`src/aag_pkg.sv`:
```
// Package of constants and types for the accumulator add group datapath.
// Assumes one core clock and a decoder that presents one add request at a time.
`default_nettype none

package aag_pkg;
  timeunit 1ns;
  timeprecision 1ps;

  // --------------------------------------------------------------------------
  // Widths and constants
  // --------------------------------------------------------------------------
  localparam int ACC_W = 32;
  localparam int DATA_W = 16;
  localparam int SHIFT_W = 5;
  localparam int WAIT_W = 4;
  localparam int CNT_W = 16;
  localparam int PC_W = 16;
  localparam logic [4:0] SHIFT_MAX = 5'h10;
  localparam logic [PC_W-1:0] PC_STEP_ONE = 16'h0001;
  localparam logic [PC_W-1:0] PC_STEP_TWO = 16'h0002;
  localparam logic [CNT_W-1:0] CYC_ONE = 16'h0001;
  localparam logic [CNT_W-1:0] CYC_TWO = 16'h0002;
  localparam logic [ACC_W-1:0] SAT_POS = 32'h7FFFFFFF;
  localparam logic [ACC_W-1:0] SAT_NEG = 32'h80000000;
  localparam logic [ACC_W-1:0] ACC_RESET = 32'h00000000;

  // --------------------------------------------------------------------------
  // Operation and operand-place codes
  // --------------------------------------------------------------------------
  typedef enum logic [2:0] {
    OP_GENERAL_MEM = 3'h0,  // Direct or indirect add with shift.
    OP_SHORT_IMM   = 3'h1,
    OP_LONG_IMM    = 3'h2,
    OP_BUFFER_SUM  = 3'h3,  // buffer_sum_op
    OP_CARRY_IN    = 3'h4,  // carry_in_sum_op
    OP_UNSIGNED    = 3'h5   // unsigned_sum_op
  } aag_op_e;

  typedef enum logic [1:0] {
    LOC_DUAL   = 2'h0,  // dual_port_ram or program ROM
    LOC_SINGLE = 2'h1,  // single_port_ram
    LOC_EXT    = 2'h2
  } aag_loc_e;

  typedef enum logic [1:0] {
    ST_IDLE = 2'h0,
    ST_WAIT = 2'h1,
    ST_DONE = 2'h2
  } aag_state_e;

endpackage : aag_pkg

`default_nettype wire
```
`src/aag_cost_if.sv`:
```
// Interface carrying the cycle-cost request and answer between the core
// and its cost calculator. The calculator is combinational; only the core is clocked.
`default_nettype none

interface aag_cost_if;
  timeunit 1ns;
  timeprecision 1ps;
  aag_pkg::aag_op_e  op;
  aag_pkg::aag_loc_e operandLoc;
  logic                           codeExt;
  logic                           sameBlock;
  logic                           repeatOn;
  logic [aag_pkg::CNT_W-1:0]      repeatCount;
  logic [aag_pkg::WAIT_W-1:0]     progWait;
  logic [aag_pkg::WAIT_W-1:0]     dataWait;
  logic [aag_pkg::CNT_W-1:0]      cycles;

  modport core (output op, operandLoc, codeExt, sameBlock, repeatOn, repeatCount,
                output progWait, dataWait, input cycles);
  modport calc (input op, operandLoc, codeExt, sameBlock, repeatOn, repeatCount,
                input progWait, dataWait, output cycles);
endinterface : aag_cost_if

`default_nettype wire

```
`src/aag_core.sv`:
```
// Accumulator add group execution datapath.
// Assumes the decoder gives a one-cycle start with operands held stable,
// and that the data word is already fetched when start is raised.
`default_nettype none

module aag_core (
  input  wire logic                          clock,
  input  wire logic                          rstn,
  input  wire logic                          start,
  input  wire aag_pkg::aag_op_e              op,
  input  wire logic [aag_pkg::DATA_W-1:0]    dataWord,
  input  wire logic [aag_pkg::SHIFT_W-1:0]   shiftCount,
  input  wire aag_pkg::aag_loc_e             operandLoc,
  input  wire logic                          codeExt,
  input  wire logic                          sameBlock,
  input  wire logic                          repeatPrefix,
  input  wire logic [aag_pkg::CNT_W-1:0]     repeatCount,
  input  wire logic [aag_pkg::WAIT_W-1:0]    progWait,
  input  wire logic [aag_pkg::WAIT_W-1:0]    dataWait,
  input  wire logic                          signExtendEnable,
  input  wire logic                          saturateEnable,
  input  wire logic                          loadAcc,
  input  wire logic [aag_pkg::ACC_W-1:0]     loadAccValue,
  input  wire logic                          loadBackup,
  input  wire logic [aag_pkg::ACC_W-1:0]     loadBackupValue,
  output logic                               busy,
  output logic                               done,
  output logic                               refused,
  output logic [aag_pkg::ACC_W-1:0]          mainSumRegister,
  output logic [aag_pkg::ACC_W-1:0]          sumBackupRegister,
  output logic                               carryFlag,
  output logic                               overflowFlag,
  output logic [aag_pkg::PC_W-1:0]           pcStep,
  output logic [aag_pkg::CNT_W-1:0]          cyclesUsed
);

  timeunit 1ns;
  timeprecision 1ps;

  localparam int AW = aag_pkg::ACC_W;
  localparam int CW = aag_pkg::CNT_W;

  // ----------------------------------------------------------------------------
  // Registers
  // ----------------------------------------------------------------------------
  aag_pkg::aag_state_e state_r;
  logic [AW-1:0]       acc_r;
  logic [AW-1:0]       backup_r;
  logic                carry_r;
  logic                ovf_r;
  logic [CW-1:0]       left_r;
  logic [CW-1:0]       total_r;
  logic                busy_r;
  logic                done_r;
  logic                refused_r;
  logic [aag_pkg::PC_W-1:0] pcStep_r;
  aag_cost_if          costBus ();

  // ----------------------------------------------------------------------------
  // Cost request and calculator
  // ----------------------------------------------------------------------------
  assign costBus.op = op;
  assign costBus.operandLoc = operandLoc;
  assign costBus.codeExt = codeExt;
  assign costBus.sameBlock = sameBlock;
  assign costBus.repeatOn = repeatPrefix;
  assign costBus.repeatCount = repeatCount;
  assign costBus.progWait = progWait;
  assign costBus.dataWait = dataWait;

  aag_cost_calc costCalc (
    .cost (costBus.calc)
  );

  // A repeated immediate form is refused outright rather than run once.
  logic immOp;
  logic refuse;
  logic accept;
  assign immOp = (op == aag_pkg::OP_SHORT_IMM) || (op == aag_pkg::OP_LONG_IMM);
  assign refuse = start && (state_r == aag_pkg::ST_IDLE) && repeatPrefix && immOp;
  assign accept = start && (state_r == aag_pkg::ST_IDLE) && !refuse;

  // ----------------------------------------------------------------------------
  // Addend and sum
  // ----------------------------------------------------------------------------
  // The sum is computed one bit wider so the carry out falls out directly.
  logic [AW-1:0] addend;
  logic          carryIn;
  logic [AW:0]   sumWide;
  logic          ovfDet;
  logic          useShift;
  logic [4:0]    shiftEff;
  always_comb begin
    addend = '0;
    carryIn = 1'b0;
    useShift = 1'b0;
    shiftEff = (shiftCount > aag_pkg::SHIFT_MAX) ? aag_pkg::SHIFT_MAX : shiftCount;
    unique case (op)
      aag_pkg::OP_GENERAL_MEM, aag_pkg::OP_LONG_IMM: begin
        useShift = 1'b1;
        addend = signExtendEnable ? AW'($signed(dataWord))
                                  : AW'(dataWord);
      end
      aag_pkg::OP_SHORT_IMM: begin
        addend = AW'(dataWord[7:0]);
      end
      aag_pkg::OP_BUFFER_SUM: begin
        addend = backup_r;
      end
      aag_pkg::OP_CARRY_IN: begin
        addend = AW'(dataWord);
        carryIn = carry_r;
      end
      aag_pkg::OP_UNSIGNED: begin
        addend = AW'(dataWord);
      end
      default: begin
        addend = '0;
      end
    endcase
    if (useShift) begin
      addend = AW'(addend << shiftEff);
    end
    sumWide = (AW+1)'({1'b0, acc_r} + {1'b0, addend} + (AW+1)'(carryIn));
    ovfDet = (acc_r[AW-1] == addend[AW-1]) && (sumWide[AW-1] != acc_r[AW-1]);
  end

  // ----------------------------------------------------------------------------
  // Sequencer: counts out the cycle cost of each accepted add
  // ----------------------------------------------------------------------------
  always_ff @(posedge clock) begin
    if (!rstn) begin
      state_r <= aag_pkg::ST_IDLE;
      left_r <= '0;
      total_r <= '0;
    end else begin
      unique case (state_r)
        aag_pkg::ST_IDLE: begin
          if (accept) begin
            total_r <= costBus.cycles;
            left_r <= CW'(costBus.cycles - aag_pkg::CYC_ONE);
            state_r <= (costBus.cycles > aag_pkg::CYC_ONE) ? aag_pkg::ST_WAIT
                                                           : aag_pkg::ST_DONE;
          end
        end
        aag_pkg::ST_WAIT: begin
          left_r <= CW'(left_r - aag_pkg::CYC_ONE);
          if (left_r == aag_pkg::CYC_ONE) begin
            state_r <= aag_pkg::ST_DONE;
          end
        end
        aag_pkg::ST_DONE: begin
          state_r <= aag_pkg::ST_IDLE;
        end
        default: begin
          state_r <= aag_pkg::ST_IDLE;
        end
      endcase
    end
  end

  // ----------------------------------------------------------------------------
  // Accumulator, carry and overflow update at acceptance
  // ----------------------------------------------------------------------------
  // The result is written once at acceptance; the wait states only hold off done.
  always_ff @(posedge clock) begin
    if (!rstn) begin
      acc_r <= aag_pkg::ACC_RESET;
      carry_r <= 1'b0;
      ovf_r <= 1'b0;
    end else if (accept) begin
      carry_r <= sumWide[AW];
      if (ovfDet) begin
        ovf_r <= 1'b1;
      end
      if (ovfDet && saturateEnable) begin
        acc_r <= acc_r[AW-1] ? aag_pkg::SAT_NEG : aag_pkg::SAT_POS;
      end else begin
        acc_r <= sumWide[AW-1:0];
      end
    end else if (loadAcc) begin
      acc_r <= loadAccValue;
    end
  end

  // The backup register is only loaded from outside, never by an add.
  always_ff @(posedge clock) begin
    if (!rstn) begin
      backup_r <= aag_pkg::ACC_RESET;
    end else if (loadBackup) begin
      backup_r <= loadBackupValue;
    end
  end

  // ----------------------------------------------------------------------------
  // Status outputs
  // ----------------------------------------------------------------------------
  always_ff @(posedge clock) begin
    if (!rstn) begin
      busy_r <= 1'b0;
      done_r <= 1'b0;
      refused_r <= 1'b0;
      pcStep_r <= '0;
    end else begin
      busy_r <= accept || (state_r == aag_pkg::ST_WAIT && left_r != aag_pkg::CYC_ONE);
      done_r <= (state_r == aag_pkg::ST_WAIT && left_r == aag_pkg::CYC_ONE)
             || (accept && costBus.cycles <= aag_pkg::CYC_ONE);
      refused_r <= refuse;
      if (accept) begin
        pcStep_r <= (op == aag_pkg::OP_LONG_IMM) ? aag_pkg::PC_STEP_TWO
                                                 : aag_pkg::PC_STEP_ONE;
      end
    end
  end

  assign busy = busy_r;
  assign done = done_r;
  assign refused = refused_r;
  assign mainSumRegister = acc_r;
  assign sumBackupRegister = backup_r;
  assign carryFlag = carry_r;
  assign overflowFlag = ovf_r;
  assign pcStep = pcStep_r;
  assign cyclesUsed = total_r;

endmodule : aag_core

`default_nettype wire

```
`src/aag_cost_calc.sv`:
```
// Cycle cost calculator for one add instruction.
// Assumes the caller holds the request steady while it reads the answer.
`default_nettype none

module aag_cost_calc (
  aag_cost_if.calc cost
);

  timeunit 1ns;
  timeprecision 1ps;

  localparam int CW = aag_pkg::CNT_W;

  // ----------------------------------------------------------------------------
  // Cost from operand place, code place and repeat count
  // ----------------------------------------------------------------------------
  // The memory forms share one table, so the three memory ops give equal cost.
  always_comb begin
    logic [CW-1:0] n;
    logic [CW-1:0] p;
    logic [CW-1:0] d;
    logic          memOp;
    n = cost.repeatOn ? cost.repeatCount : aag_pkg::CYC_ONE;
    p = CW'(cost.progWait);
    d = CW'(cost.dataWait);
    memOp = (cost.op == aag_pkg::OP_GENERAL_MEM) || (cost.op == aag_pkg::OP_CARRY_IN)
         || (cost.op == aag_pkg::OP_UNSIGNED);
    cost.cycles = n;
    if (cost.op == aag_pkg::OP_SHORT_IMM) begin
      cost.cycles = CW'(aag_pkg::CYC_ONE + (cost.codeExt ? p : '0));
    end else if (cost.op == aag_pkg::OP_LONG_IMM) begin
      cost.cycles = CW'(aag_pkg::CYC_TWO + (cost.codeExt ? CW'(p << 1) : '0));
    end else if (memOp && cost.operandLoc == aag_pkg::LOC_EXT) begin
      cost.cycles = CW'(n + n * d);
      if (cost.codeExt) begin
        cost.cycles = CW'(cost.cycles + aag_pkg::CYC_ONE + p);
      end
    end else begin
      cost.cycles = CW'(n + (cost.codeExt ? p : '0));
      if (memOp && cost.operandLoc == aag_pkg::LOC_SINGLE && cost.sameBlock
          && !cost.codeExt) begin
        cost.cycles = CW'(cost.cycles + aag_pkg::CYC_ONE);
      end
    end
  end

endmodule : aag_cost_calc

`default_nettype wire

```
`config.mk`:
```
export PLATFORM = sky130hd
export DESIGN_NAME = aag_core
export DESIGN_NICKNAME = d
export VERILOG_FILES = /design/src/aag_pkg.sv /design/src/aag_cost_if.sv /design/src/aag_core.sv /design/src/aag_cost_calc.sv
export SDC_FILE = /design/constraint.sdc
export NUM_CORES = 1
export LEC_CHECK = 0
export BUFFER_PORTS_ARGS = -buffer_cell sky130_fd_sc_hd__buf_4
export CELL_PAD_IN_SITES_DETAIL_PLACEMENT = 0
export CELL_PAD_IN_SITES_GLOBAL_PLACEMENT = 1
export CORE_UTILIZATION = 35
export CTS_CLUSTER_SIZE = 8
export DETAILED_ROUTE_END_ITERATION = 16
export PLACE_DENSITY = 0.74
export SLEW_MARGIN = 10
export SYNTH_ARGS = -nofsm -noshare
export SYNTH_HDL_FRONTEND = slang
export SYNTH_SLANG_ARGS = --single-unit
export TNS_END_PERCENT = 5
```
`constraint.sdc`:
```
create_clock -name clock -period 8.87 [get_ports clock]
set_input_delay 1.3305 -clock clock [delete_from_list [all_inputs] [get_ports clock]]
set_output_delay 1.3305 -clock clock [all_outputs]
set_load 0.02 [all_outputs]
```
==> Implementation_results.wiki <==
{| class="wikitable"
! Metric !! Value
|-
| Number of buffers created by CTS || 9
|-
| Row count || 68
|-
| Most instantiated flip-flop cell in the synthesis netlist || dfxtp_1
|-
| Relative slew slack || 34.14%
|-
| Layout Utilization || 42.05%
|-
| Antenna fix cells || 0
|-
| Commonest cells after routing, fill and taps aside || buf_4 (224), a21oi_1 (173), nor2_1 (153), nand2_1 (148), mux2i_1 (107)
|-
| Hold_buf cts || 0
|-
| Cell depth of the worst hold path || 2
|-
| Combinational power share || 51.9%
|-
| Peak supply drop || 118.9 uV
|-
| Post-DP HPWL || 34680 microns
|-
| Category of the worst setup path capture point || register
|-
| Internal power || 1.288 mW
|-
| Global placement routability congestion || 0.9603
|-
| DR pass1 iterations || 5
|-
| Worst hold slack || 0.4572 ns
|-
| Cell area after layout || 14600 sq um
|-
| Outcome || finished clean
|-
| Sequential cell fraction of total power || 26.9%
|-
| Number of routed nets with antenna violations || 0
|-
| Starting Density || 35.80%
|-
| Worst Reg2Reg Path Length in Cells || 21
|-
| Final worst path period share || 79.24%
|-
| Count of flip-flops with a built-in enable after synthesis || 0
|-
| Ratio of cells with drive above 1 in the final layout || 15.95%
|-
| Max FO, Critical Path || 63
|-
| Number of remaining DRC errors || 0
|-
| Post-CTS Setup Bufs || 0
|-
| Critical path data arrival time || 7.35 ns
|-
| Final hold violation count || 0
|-
| Via count || 12750
|-
| Area of the mapped netlist || 12430 sq um
|-
| Clock power share || 21.2%
|-
| Post-cts repair resize count || 0
|-
| Die Height || 190.4 microns
|-
| Seq cells post-synth || 105
|-
| Kind of critical path || input pin to register
|-
| Avg Synthesized Cell Area || 7.482 sq um
|-
| RSZ-0062 raised after global routing || no
|-
| Setup tns final || 0 ns
|-
| Clock tree buffer depth || 2
|-
| Wire length of the first global-routing pass || 66470 microns
|-
| Worst clock skew || 0.01390 ns
|-
| Detailed-route wire length || 43150 microns
|-
| Most common cell after layout, fill and taps aside || buf_4
|-
| Switching Power || 0.9873 mW
|-
| Synth Warn # || 0
|-
| Post-synthesis sequential area ratio || 16.91%
|-
| Port Buf Inserts || 210
|-
| Worst-case setup slack after placement || 1.446 ns
|-
| Die footprint || 36270 sq um
|-
| Crit path required time || 9.19 ns
|-
| Number of max-capacitance violations reported || 0
|-
| Clock edge transition at the registers on the reported setup and hold paths || 0.08 ns
|-
| Share of synthesized registers carrying an async set or reset || 0%
|-
| Total cell area at the placement stage || 14250 sq um
|-
| Highest clock frequency the design can meet || 142.3 MHz
|-
| Power density of the placed cells || 155.9 nW/um^2
|-
| Final worst slack || 1.842 ns
|-
| Endpoints failing setup || 0
|-
| Synth Instances || 1661
|-
| Routed wirelength normalized by instance count || 19.14 microns
|-
| Worst setup SP type || input pin
|-
| Least-Margin Pin Slew || 0.9879 ns
|-
| Drt initial violations || 943
|-
| Synth-to-Final Area Change || 17.45%
|-
| Count of nets after finishing || 2023
|-
| Number of clock sinks || 105
|-
| Global-route usage over all layers || 23.13%
|-
| Die Wd || 190.4 microns
|-
| Leakage power total || 6.561 nW
|-
| Final max-slew violation count || 0
|-
| Largest net degree at the start of global routing || 67
|-
| Maximum level of the CTS H-tree || 3
|-
| Post-layout minimum cycle time || 7.028 ns
|-
| CTS tree || built
|-
| Number of distinct library cells after synthesis || 93
|-
| Top-level port count || 225
|-
| Placeable core area || 34710 sq um
|-
| Buffer cell driving the clock tree root || clkbuf_16
|-
| Initial antenna violation count || 0
|-
| Class of the tightest hold or removal check || register to register
|-
| Total grt overflow || 0
|-
| Detailed-route vias per instance || 5.657
|-
| Vias in the first global route || 12090
|-
| Latest clock arrival within the worst-skew pair || 0.38 ns
|-
| Share of total power consumed by net switching || 43.39%
|}
state kept, by name, summed over array words and instances, names as in the netlist:
signal             cells
busy                   1
carryFlag              1
cyclesUsed            16
done                   1
left_r                16
mainSumRegister       32
overflowFlag           1
pcStep                 2
refused                1
state_r                2
sumBackupRegister     32
cell usage after synthesis (18+ instances only):
cell type  count  area share (%)
a21oi_1      174             7.0
nor2_1       153             4.6
nand2_1      148             4.5
mux2i_1      107             8.6
dfxtp_1      105              17
o21ai_0       87             3.5
clkbuf_1      84             2.5
inv_1         69             2.1
ha_1          63             6.3
xnor2_1       51             3.6
and3_1        49             2.5
fa_1          42             6.8
a211oi_1      41             2.5
nand3_1       35             1.4
nor2b_1       33             1.7
nor3_1        31             1.2
xor2_1        31             2.2
o31ai_1       23             1.4
and2_1        21             1.1
nand2b_1      19            0.96
a21o_1        18             1.1
o211ai_1      18             1.1
power groups by stage:
stage	Clock, mW	Sequential [mW]	Combinational [mW]
floorplan	0	0.645	0.790
global placement	0	0.622	1.16
detailed placement	0	0.622	1.17
CTS	0.488	0.611	1.18
global route	0.505	0.619	1.30
finish	0.482	0.611	1.18
through the flow:
stage,power [mW],instances
5_1_grt,2.426,2254
2_1_floorplan,1.435,1674
4_1_cts,2.278,2254
3_5_place_dp,1.794,2238
3_3_place_gp,1.785,2238
6_report,2.275,2254
per-layer routing:
| layer | part of all wire (%) | track usage [%] | vias up |
|---|---|---|---|
| met5 | 0 | 0 | - |
| met4 | 2.5 | 7.846 | 0 |
| met3 | 4.2 | 1.546 | 51 |
| met2 | 49 | 40.92 | 391 |
| met1 | 44 | 29.52 | 6040 |
| li1 | - | - | 6268 |
logic make-up after synthesis:
family,share of synthesized area [%]
flops,16.91
mux,8.980
buf+inv,6.131
simple gates,22.48
other cells,0.03017
compound gates,26.32
xor+xnor,6.040
fa+ha+maj,13.11
path summary, 6_finish.rpt:
check / startpoint / end / slack, ns
worst max-delay path: repeatPrefix / state_r[1] / 1.84
worst min-delay path: cyclesUsed[13] / cyclesUsed[13] / 0.46
worst max register to register: sumBackupRegister[9] / mainSumRegister[21] / 3.25
worst min register to register: cyclesUsed[13] / cyclesUsed[13] / 0.46
worst max-delay path, cell delays in order:
cell      delay (ns)
buf_4           0.43
and2_1          0.31
nand2_1         0.11
fa_1            0.49
fa_1            0.51
fa_1            0.55
inv_1           0.04
ha_1            0.36
xnor2_1         0.18
ha_1            0.35
a21oi_1         0.08
nor2_1          0.08
a31o_2          0.14
nand3_2         0.13
a221o_1         0.39
or4_1           0.52
a31oi_2         0.29
and4_4          0.29
nand3b_2        0.12
nor4_2          0.43
a31o_1          0.19
area by class of cell:
| type | instances | area (sq um) |
|---|---|---|
| multi-input cells | 1384 | 9638 |
| clock inverters | 6 | 112.6 |
| inverters | 70 | 264.0 |
| clock buffers | 10 | 229.0 |
| repair buffers | 224 | 1682 |
| fillers | 3664 | 20120 |
| well taps | 455 | 569.3 |
| flip-flops and latches | 105 | 2102 |
Power figures use the tool's default switching activity.
